### src/include/scs_pkg.sv
// Constants and types for the system clock source switch.
// Assumes a single pclk domain; oscillator activity arrives as pclk-synchronous ticks.
package scs_pkg;

   // ==========================================================
   // Timing
   localparam int CLK_MHZ          = 250;
   localparam int PLL_LOCK_TIME_MS = 2;
   localparam int PLL_LOCK_CYCLES  = PLL_LOCK_TIME_MS * 1000 * CLK_MHZ;
   localparam int OST_COUNT        = 1024;
   localparam logic [1:0] OLD_TICKS = 2'h2;
   localparam logic [1:0] NEW_TICKS = 2'h3;

   // ==========================================================
   // Register map
   localparam logic [7:0] OSC_CTRL_OFF = 8'h00;
   localparam logic [7:0] LF_SRC_OFF   = 8'h04;
   localparam logic [7:0] STATUS_OFF   = 8'h08;

   localparam int IDLE_BIT = 7;
   localparam int FREQ_LSB = 4;
   localparam int PRIMARY_STARTED_FLAG_BIT = 3;
   localparam int INTERNAL_STABLE_FLAG_BIT = 2;
   localparam int SCS_LSB  = 0;
   localparam int LF_BIT   = 0;

   localparam logic [1:0] SCS_RESET = 2'h0;
   localparam logic [1:0] SCS_PRI   = 2'h0;
   localparam logic [1:0] SCS_SEC   = 2'h1;
   localparam logic [2:0] FREQ_RESET = 3'h4;
   localparam logic [2:0] FREQ_31K   = 3'h0;

   // ==========================================================
   // Types
   localparam int SRC_N = 4;
   typedef enum logic [1:0] {SRC_PRI, SRC_SEC, SRC_TUNABLE_INTERNAL_OSC, SRC_LOW_POWER_INTERNAL_RC} scs_src_type;
   typedef enum logic [1:0] {SW_RUN, SW_OLD, SW_NEW} scs_sw_state_type;

endpackage

### src/include/scs_sw_if.sv
// Link between the clock controller and the glitch-free source multiplexer.
// Assumes both ends share pclk.
`timescale 1ns/1ps
interface scs_sw_if
   import scs_pkg::*;
   ();
   logic [SRC_N-1:0] src_tick;
   logic [SRC_N-1:0] src_ready;
   scs_src_type      target;
   scs_src_type      active;
   logic             switching;
   logic             clk_tick;

   modport ctrl (output src_tick, output src_ready, output target,
                 input active, input switching, input clk_tick);
   modport mux  (input src_tick, input src_ready, input target,
                 output active, output switching, output clk_tick);
endinterface

### src/design/scs_glitch_mux.sv
// Glitch-free handover between clock sources carried as ticks.
// Assumes src_ready is level-stable and src_tick is one pclk cycle per source edge.
`timescale 1ns/1ps
module scs_glitch_mux
   import scs_pkg::*;
   (
   input wire logic pclk,
   input wire logic presetn,
   scs_sw_if.mux    sw
   );

   scs_sw_state_type state;
   scs_src_type      act;
   scs_src_type      tgt;
   logic [1:0]       cnt;

   // ==========================================================
   // Handover sequence
   // Starts on the RC, enabled from reset, so the first handover never waits on a dead clock
   always_ff @(posedge pclk or negedge presetn) begin
      if (!presetn) begin
         state <= SW_RUN;
         act   <= SRC_LOW_POWER_INTERNAL_RC;
         tgt   <= SRC_LOW_POWER_INTERNAL_RC;
         cnt   <= 2'h0;
      end else begin
         case (state)
            SW_RUN: begin
               if (sw.target != act && sw.src_ready[sw.target]) begin
                  tgt   <= sw.target;
                  cnt   <= 2'h0;
                  state <= SW_OLD;
               end
            end
            SW_OLD: begin
               if (sw.src_tick[act]) begin
                  if (cnt == OLD_TICKS - 2'h1) begin
                     cnt   <= 2'h0;
                     state <= SW_NEW;
                  end else begin
                     cnt <= cnt + 2'h1;
                  end
               end
            end
            SW_NEW: begin
               if (sw.src_tick[tgt]) begin
                  if (cnt == NEW_TICKS - 2'h1) begin
                     act   <= tgt;
                     state <= SW_RUN;
                  end else begin
                     cnt <= cnt + 2'h1;
                  end
               end
            end
            default: begin
               state <= SW_RUN;
            end
         endcase
      end
   end

   assign sw.active    = act;
   assign sw.switching = (state != SW_RUN);
   assign sw.clk_tick  = (state == SW_RUN) && sw.src_tick[act];
endmodule

### src/design/scs_clock_switch.sv
// System clock source switch with APB register access.
// Assumes all oscillator ticks and status inputs are synchronous to pclk.
`timescale 1ns/1ps
module scs_clock_switch
   import scs_pkg::*;
   #(
   parameter int         PLL_CYCLES   = PLL_LOCK_CYCLES,
   parameter logic [3:0] CRYSTAL_LAST = 4'h2,
   parameter logic [3:0] PLL_MODE     = 4'h6
   )
   (
   input  wire logic        pclk,
   input  wire logic        presetn,
   input  wire logic        psel,
   input  wire logic        penable,
   input  wire logic        pwrite,
   input  wire logic [7:0]  paddr,
   input  wire logic [31:0] pwdata,
   output logic [31:0]      prdata,
   output logic             pready,
   output logic             pslverr,
   input  wire logic        pri_tick,
   input  wire logic        sec_tick,
   input  wire logic        tunable_internal_osc_tick,
   input  wire logic        low_power_internal_rc_tick,
   input  wire logic        tunable_internal_osc_stable,
   input  wire logic        secondary_osc_enable,
   input  wire logic [3:0]  primary_mode_config,
   input  wire logic        two_speed_startup_config,
   input  wire logic        wdt_enable,
   input  wire logic        sleep_req,
   input  wire logic        wake_req,
   output logic             sys_clk_tick,
   output logic             cpu_clk_tick,
   output logic             periph_clk_tick,
   output logic             wdt_clk_tick,
   output logic             pri_osc_en,
   output logic             tunable_internal_osc_en,
   output logic             low_power_internal_rc_en,
   output logic             sec_osc_en,
   output logic             secondary_running_flag,
   output logic             sleep_mode,
   output logic             idle_mode
   );

   // ==========================================================
   // Declarations
   scs_sw_if sw_bus ();

   logic        idle_on_sleep;
   logic [2:0]  internal_freq_select;
   logic [1:0]  system_clock_select;
   logic        low_freq_source_select;
   logic        primary_started_flag;
   logic        internal_stable_flag;
   logic        booted;
   logic        two_speed;
   logic [7:0]  ps_cnt;
   logic [7:0]  ps_mask;
   logic [2:0]  freq_eff;
   logic        int_out_tick;
   scs_src_type int_src;
   scs_src_type next_target;
   logic [10:0] ost_cnt;
   logic        ost_done;
   logic [19:0] pll_cnt;
   logic        pri_ready;
   logic        crystal;
   logic        is_pll;
   logic        wr;
   logic [31:0] next_rdata;
   logic        next_err;
   logic        next_sys;
   logic        next_pri_en;
   logic        next_tunable_internal_osc_en;

   scs_glitch_mux i_scs_glitch_mux (
      .pclk    (pclk),
      .presetn (presetn),
      .sw      (sw_bus.mux)
   );

   assign crystal = (primary_mode_config <= CRYSTAL_LAST) || is_pll;
   assign is_pll  = (primary_mode_config == PLL_MODE);
   assign wr      = psel && penable && pready && pwrite;

   // ==========================================================
   // Control register writes
   always_ff @(posedge pclk or negedge presetn) begin
      if (!presetn) begin
         idle_on_sleep          <= 1'b0;
         internal_freq_select   <= FREQ_RESET;
         system_clock_select    <= SCS_RESET;
         low_freq_source_select <= 1'b0;
      end else if (wr) begin
         if (paddr == OSC_CTRL_OFF) begin
            idle_on_sleep        <= pwdata[IDLE_BIT];
            internal_freq_select <= pwdata[FREQ_LSB +: 3];
            // Secondary select is dropped while its oscillator is disabled
            if (!(pwdata[SCS_LSB +: 2] == SCS_SEC && !secondary_osc_enable)) begin
               system_clock_select <= pwdata[SCS_LSB +: 2];
            end
         end else if (paddr == LF_SRC_OFF) begin
            low_freq_source_select <= pwdata[LF_BIT];
         end
      end
   end

   // ==========================================================
   // Two-speed start-up
   // Configuration is caught one edge after release, never in the async branch
   always_ff @(posedge pclk or negedge presetn) begin
      if (!presetn) begin
         booted    <= 1'b0;
         two_speed <= 1'b0;
      end else if (!booted) begin
         booted    <= 1'b1;
         two_speed <= two_speed_startup_config;
      end else if (wake_req && sleep_mode && two_speed_startup_config) begin
         two_speed <= 1'b1;
      end else if (pri_ready || system_clock_select != SCS_PRI) begin
         two_speed <= 1'b0;
      end
   end

   // ==========================================================
   // Internal block postscaler
   always_comb begin
      freq_eff = internal_freq_select;
      if (two_speed && system_clock_select == SCS_PRI) begin
         freq_eff = FREQ_RESET;
      end
      case (freq_eff)
         3'h7:    ps_mask = 8'h00;
         3'h6:    ps_mask = 8'h01;
         3'h5:    ps_mask = 8'h03;
         3'h4:    ps_mask = 8'h07;
         3'h3:    ps_mask = 8'h0F;
         3'h2:    ps_mask = 8'h1F;
         3'h1:    ps_mask = 8'h3F;
         default: ps_mask = 8'hFF;
      endcase
   end

   always_ff @(posedge pclk or negedge presetn) begin
      if (!presetn) begin
         ps_cnt <= 8'h00;
      end else if (tunable_internal_osc_tick) begin
         ps_cnt <= ps_cnt + 8'h01;
      end
   end

   // Mask is applied live, so a new setting takes effect on the next tick
   assign int_out_tick = tunable_internal_osc_tick && ((ps_cnt & ps_mask) == ps_mask);

   always_comb begin
      int_src = SRC_TUNABLE_INTERNAL_OSC;
      if (freq_eff == FREQ_31K && !low_freq_source_select) begin
         int_src = SRC_LOW_POWER_INTERNAL_RC;
      end
      if (system_clock_select[1]) begin
         next_target = int_src;
      end else if (system_clock_select == SCS_SEC) begin
         next_target = SRC_SEC;
      end else if (two_speed) begin
         next_target = int_src;
      end else begin
         next_target = SRC_PRI;
      end
   end

   // ==========================================================
   // Primary start-up and PLL lock timers
   // Any stop of the primary oscillator restarts the whole start-up count
   always_ff @(posedge pclk or negedge presetn) begin
      if (!presetn) begin
         ost_cnt   <= 11'h000;
         ost_done  <= 1'b0;
         pll_cnt   <= 20'h00000;
         pri_ready <= 1'b0;
      end else if (!pri_osc_en) begin
         ost_cnt   <= 11'h000;
         ost_done  <= 1'b0;
         pll_cnt   <= 20'h00000;
         pri_ready <= 1'b0;
      end else if (!ost_done) begin
         if (!crystal) begin
            ost_done <= 1'b1;
         end else if (pri_tick) begin
            if (ost_cnt == 11'(OST_COUNT - 1)) begin
               ost_done <= 1'b1;
            end else begin
               ost_cnt <= ost_cnt + 11'h001;
            end
         end
      end else if (!pri_ready) begin
         if (!is_pll || pll_cnt == 20'(PLL_CYCLES - 1)) begin
            pri_ready <= 1'b1;
         end else begin
            pll_cnt <= pll_cnt + 20'h00001;
         end
      end
   end

   // ==========================================================
   // Multiplexer hookup
   assign sw_bus.src_tick  = {low_power_internal_rc_tick, int_out_tick, sec_tick, pri_tick};
   assign sw_bus.src_ready = {1'b1, tunable_internal_osc_stable, secondary_osc_enable, pri_ready};
   assign sw_bus.target    = next_target;

   // ==========================================================
   // Power-managed mode
   always_ff @(posedge pclk or negedge presetn) begin
      if (!presetn) begin
         sleep_mode <= 1'b0;
         idle_mode  <= 1'b0;
      end else if (wake_req) begin
         sleep_mode <= 1'b0;
         idle_mode  <= 1'b0;
      end else if (sleep_req && !sleep_mode && !idle_mode) begin
         idle_mode  <= idle_on_sleep;
         sleep_mode <= !idle_on_sleep;
      end
   end

   // ==========================================================
   // Oscillator enables and clock outputs
   always_comb begin
      next_sys    = sw_bus.clk_tick && !sleep_mode;
      next_pri_en = !sleep_mode &&
                    (system_clock_select == SCS_PRI || sw_bus.active == SRC_PRI);
      next_tunable_internal_osc_en = !sleep_mode && ((int_src == SRC_TUNABLE_INTERNAL_OSC && next_target == SRC_TUNABLE_INTERNAL_OSC) ||
                       sw_bus.active == SRC_TUNABLE_INTERNAL_OSC);
   end

   always_ff @(posedge pclk or negedge presetn) begin
      if (!presetn) begin
         sys_clk_tick    <= 1'b0;
         cpu_clk_tick    <= 1'b0;
         periph_clk_tick <= 1'b0;
         wdt_clk_tick    <= 1'b0;
         pri_osc_en      <= 1'b0;
         tunable_internal_osc_en       <= 1'b0;
         low_power_internal_rc_en        <= 1'b1;
         sec_osc_en      <= 1'b0;
      end else begin
         sys_clk_tick    <= next_sys;
         cpu_clk_tick    <= next_sys && !idle_mode;
         periph_clk_tick <= next_sys;
         wdt_clk_tick    <= low_power_internal_rc_tick;
         pri_osc_en      <= next_pri_en;
         tunable_internal_osc_en       <= next_tunable_internal_osc_en;
         low_power_internal_rc_en        <= !sleep_mode || wdt_enable;
         sec_osc_en      <= secondary_osc_enable;
      end
   end

   // ==========================================================
   // Status flags
   // Flags are gated by the active source, so they can never overlap
   always_ff @(posedge pclk or negedge presetn) begin
      if (!presetn) begin
         primary_started_flag   <= 1'b0;
         internal_stable_flag   <= 1'b0;
         secondary_running_flag <= 1'b0;
      end else begin
         primary_started_flag <= pri_ready && sw_bus.active == SRC_PRI &&
                                 !sw_bus.switching;
         internal_stable_flag <= tunable_internal_osc_stable && sw_bus.active == SRC_TUNABLE_INTERNAL_OSC &&
                                 !sw_bus.switching;
         secondary_running_flag <= sw_bus.active == SRC_SEC && !sw_bus.switching;
      end
   end

   // ==========================================================
   // APB slave
   always_comb begin
      next_rdata = 32'h0000_0000;
      next_err   = 1'b0;
      if (paddr == OSC_CTRL_OFF) begin
         next_rdata[IDLE_BIT]      = idle_on_sleep;
         next_rdata[FREQ_LSB +: 3] = internal_freq_select;
         next_rdata[PRIMARY_STARTED_FLAG_BIT]      = primary_started_flag;
         next_rdata[INTERNAL_STABLE_FLAG_BIT]      = internal_stable_flag;
         next_rdata[SCS_LSB +: 2]  = system_clock_select;
      end else if (paddr == LF_SRC_OFF) begin
         next_rdata[LF_BIT] = low_freq_source_select;
      end else if (paddr == STATUS_OFF) begin
         next_rdata[5:0] = {sw_bus.active, sw_bus.switching, idle_mode, sleep_mode,
                            secondary_running_flag};
      end else begin
         next_err = 1'b1;
      end
   end

   // One wait-free access cycle: data is captured in setup and shown with pready
   always_ff @(posedge pclk or negedge presetn) begin
      if (!presetn) begin
         pready  <= 1'b0;
         pslverr <= 1'b0;
         prdata  <= 32'h0000_0000;
      end else if (psel && !penable) begin
         pready  <= 1'b1;
         pslverr <= next_err;
         prdata  <= pwrite ? 32'h0000_0000 : next_rdata;
      end else begin
         pready  <= 1'b0;
         pslverr <= 1'b0;
      end
   end
endmodule

### config.mk
export PLATFORM = sky130hd
export DESIGN_NAME = scs_clock_switch
export DESIGN_NICKNAME = d
export VERILOG_FILES = /design/src/include/scs_pkg.sv /design/src/include/scs_sw_if.sv /design/src/design/scs_glitch_mux.sv /design/src/design/scs_clock_switch.sv
export SDC_FILE = /design/constraint.sdc
export NUM_CORES = 1
export LEC_CHECK = 0
export BUFFER_PORTS_ARGS = -buffer_cell sky130_fd_sc_hd__buf_2
export CORE_AREA = 2 2 124 96
export CTS_CLUSTER_SIZE = 8
export DETAILED_ROUTE_END_ITERATION = 10
export DIE_AREA = 0 0 126 98
export SLEW_MARGIN = 20
export SYNTH_ARGS = -nofsm -noshare
export SYNTH_HDL_FRONTEND = slang
export SYNTH_SLANG_ARGS = --single-unit
### constraint.sdc
create_clock -name pclk -period 3.7 [get_ports pclk]
set_clock_uncertainty 0.05 [all_clocks]
set_input_delay 0.185 -clock pclk [delete_from_list [all_inputs] [get_ports pclk]]
set_output_delay 0.185 -clock pclk [all_outputs]
set_load 0.05 [all_outputs]
==> impl_metrics.py <==
metrics = {
    "sta": {
        "finalCritPeriodShare_pct": 61.9,
        "worst_pin_slew_ns": 0.902,
        "fmax_mhz": 437,
        "finalSetupTns_ns": 0,
        "finalWorstSetupSlack_ns": 1.41,
        "rsz0062_at_grt": "false",
        "hold_violations": 0,
        "relSlewSlack_pct": 39.9,
        "fin_crit_ns": 2.29,
        "setup_viol": 0,
        "report.final.slew_viol_count": 0,
    },
    "placed_design": {
        "place_ws_ns": 1.45,
        "port-buffer-count": 53,
        "placed_area_um2": 4660,
        "gp_congestion": 0.778,
        "dp.final_hpwl_mm": 6.27,
    },
    "clocking": {
        "cts.htree.levels": 3,
        "cts_root_buf": "clkbuf_16",
        "post-cts-setup-buffers": 0,
        "cts_tree": "yes",
        "cts_sinks": 80,
        "clockBufferDepth": 2,
        "cts.clk_slew.worst_paths_ns": 0.06,
        "numCtsBuffers": 9,
        "insertion_delay_ns": 0.33,
    },
    "min_path": {
        "hp-class": "in2reg",
    },
    "route": {
        "routedWlPerCell_um": 13.9,
        "wl_met3_um": 414,
        "drt_wl_total_mm": 8.87,
        "viasPerCell": 5.01,
        "top_layer": "met4",
        "ant_nets": 0,
        "met2_length_mm": 3.93,
        "wl_met1_mm": 4.47,
        "drtIter0Drc": 188,
        "drc": 0,
        "first_pass_iters": 4,
        "via_count": 3185,
    },
    "run_status": {
        "status": "finished, final reports clean",
    },
    "global_routing": {
        "grt_pass1_vias": 3198,
        "grt_max_degree": 81,
        "grt_pass1_wl_mm": 15.4,
        "grt_util_all_layers_pct": 15.3,
        "antenna_found_initial": 0,
        "gr-total-overflow": 0,
    },
    "critical_path": {
        "path_class": "reg2reg",
        "crit_path_end_kind": "flip-flop",
        "arrival_ns": 2.45,
        "required_ns": 3.86,
        "critPathLaunchType": "flip-flop",
        "cp_max_fo": 10,
    },
    "synth": {
        "syn_area_um2": 4380,
        "synth_edf_count": 0,
        "synth_area_leaders": "dfrtp_1 42%, buf_4 4.5%, and2_1 3.9%",
        "synth_async_sr_flop_share_pct": 100,
        "synth_area_leader_cell": "dfrtp_1",
        "synth_warnings": 0,
        "syn_area_per_cell_um2": 10.1,
        "synth_flop_cell": "dfrtp_1",
        "netlist.area_leader.share_pct": 42.3,
        "yosysSeqAreaShare_pct": 45.9,
        "ys_ff_latch": 80,
        "yosys.cell_types.count": 63,
        "syn_inst": 433,
    },
    "pwr": {
        "peakVddDrop_mv": 0.255,
        "p_leak_nw": 2.38,
        "p_per_area_nw_per_um2": 573,
    },
    "floorplanning": {
        "die_area_um2": 12300,
        "die_y_um": 98,
        "die_w_um": 126,
        "design.core.area_um2": 11200,
        "rows": 34,
        "pin_count": 104,
        "start_util_pct": 39.0,
    },
    "cells_and_area": {
        "syn_to_final_growth_pct": 15.8,
        "regArea_um2": 2010,
        "nNetsFinal": 557,
        "antenna_cells": 0,
        "multi_input_area_um2": 2110,
        "final_area_um2": 5070,
        "drive_above_1_share_pct": 19.5,
        "fillers": 1081,
    },
    "run": {
        "cap_violations": 0,
    },
}
-- where the power goes --
part / switching [mW] / internal [mW]
sequential: 0.169 / 0.994
clock: 0.341 / 0.673
combinational: 0.452 / 0.275
total: 0.963 / 1.94
-- metal layers --
| metal | global-route usage, % | vias up |
|---|---|---|
| li1 | - | 1586 |
| met1 | 21.4 | 1520 |
| met2 | 23.1 | 77 |
| met3 | 4.38 | 2 |
| met4 | 5.07 | 0 |
| met5 | 0 | - |
-- worst paths after layout --
kind	from	end	slack, ns	cells after the start
min	pwrite	prdata[0]	0.02	2
max reg2reg	i_scs_glitch_mux.sw.active[1]	i_scs_glitch_mux.cnt[0]	1.41	6
max in group asynchronous	presetn	pll_cnt[14]	2.71	2
max	i_scs_glitch_mux.sw.active[1]	i_scs_glitch_mux.cnt[0]	1.41	6
min reg2reg	prdata[5]	prdata[5]	0.43	2
min in group asynchronous	presetn	ps_cnt[3]	0.42	2
-- cell usage in the layout, fill, tap and decap left out, types with 3 or more instances in the layout --
cell type       n
a211oi_1        7
a21boi_0        4
a21oi_1        13
a22o_1          3
a31oi_1         7
and2_1         27
and3_1          9
buf_2          52
bufinv_16       3
clkbuf_16       9
conb_1         25
dfrtp_1        74
dfstp_2         6
dlygate4sd3_1   6
ha_1           10
inv_1          19
mux2_2          7
mux2i_1        16
nand2_1        34
nand2b_1        9
nand3_1        14
nand4_1        14
nor2_1         14
nor2b_1         5
nor3_1          4
nor4_1          6
o21ai_0        18
o21ai_1         3
or3_1           4
xnor2_1        17
xor2_1         11
-- synth_stat cells (all sizes together) (5+ instances only) --
cell type,n
buf,31
nand3,14
xor2,11
nand2,34
and3,9
ha,10
clkbuf,9
xnor2,17
dfstp,6
mux2,8
o21ai,22
nor2,15
mux2i,16
nor4,6
nand4,14
inv,19
a211oi,8
and2,27
a31oi,7
nor2b,5
dfrtp,74
a21oi,14
nand2b,9
-- cell families after synthesis --
family	share of synthesized area, %
adders and majority gates	2.86
DFF	45.9
xor gates and xnor gates	5.60
and+or+nand+nor	20.0
buffers and inverters	7.72
muxes	5.80
AOI/OAI and AO/OA	11.9
other	0.172
-- stage by stage --
step / power, mW / util, % / hold slack (ns) / instances
3_5_place_dp: 1.90 / 41.5 / 0.288 / 615
2_1_floorplan: 1.72 / - / -0.161 / 456
4_1_cts: 2.94 / 45.0 / 0.0101 / 635
3_3_place_gp: 1.88 / 41.5 / 0.286 / 615
5_1_grt: 3.08 / 45.1 / 0.0196 / 636
6_report: 2.91 / 45.1 / 0.0183 / 636
-- registers in the layout (all words and copies together) (netlist names), 2 cells and up --
name / cells
system_clock_select: 2
ps_cnt: 8
ost_cnt: 11
i_scs_glitch_mux.sw.active: 2
prdata: 8
pll_cnt: 20
internal_freq_select: 3
i_scs_glitch_mux.cnt: 2
i_scs_glitch_mux.tgt: 2
i_scs_glitch_mux.state: 2
-- worst max-delay path, cell delays in order (launching register included) --
cell       delay (ns)
dfstp_2          0.63
nor2b_1          0.41
o22ai_1          0.14
a21oi_1          0.21
o21ai_2          0.14
o2111ai_2        0.27
mux2_4           0.32
-- cell type report --
type	count	area share, %
Multi-Input combinational cell	317	41.7
Clock inverter	5	2.07
Tap cell	144	3.56
Clock buffer	10	4.72
Sequential cell	80	39.7
Inverter	19	1.41
Timing Repair Buffer	61	6.84
-- timing repair --
action | 4_1_cts | 5_1_grt
gates resized for setup | 0 | 0
setup endpoints to repair | 0 | 0
hold buffers | 5 | 1
endpoints found under the hold margin | 6 | 74
(Power assumes the default switching activity.)
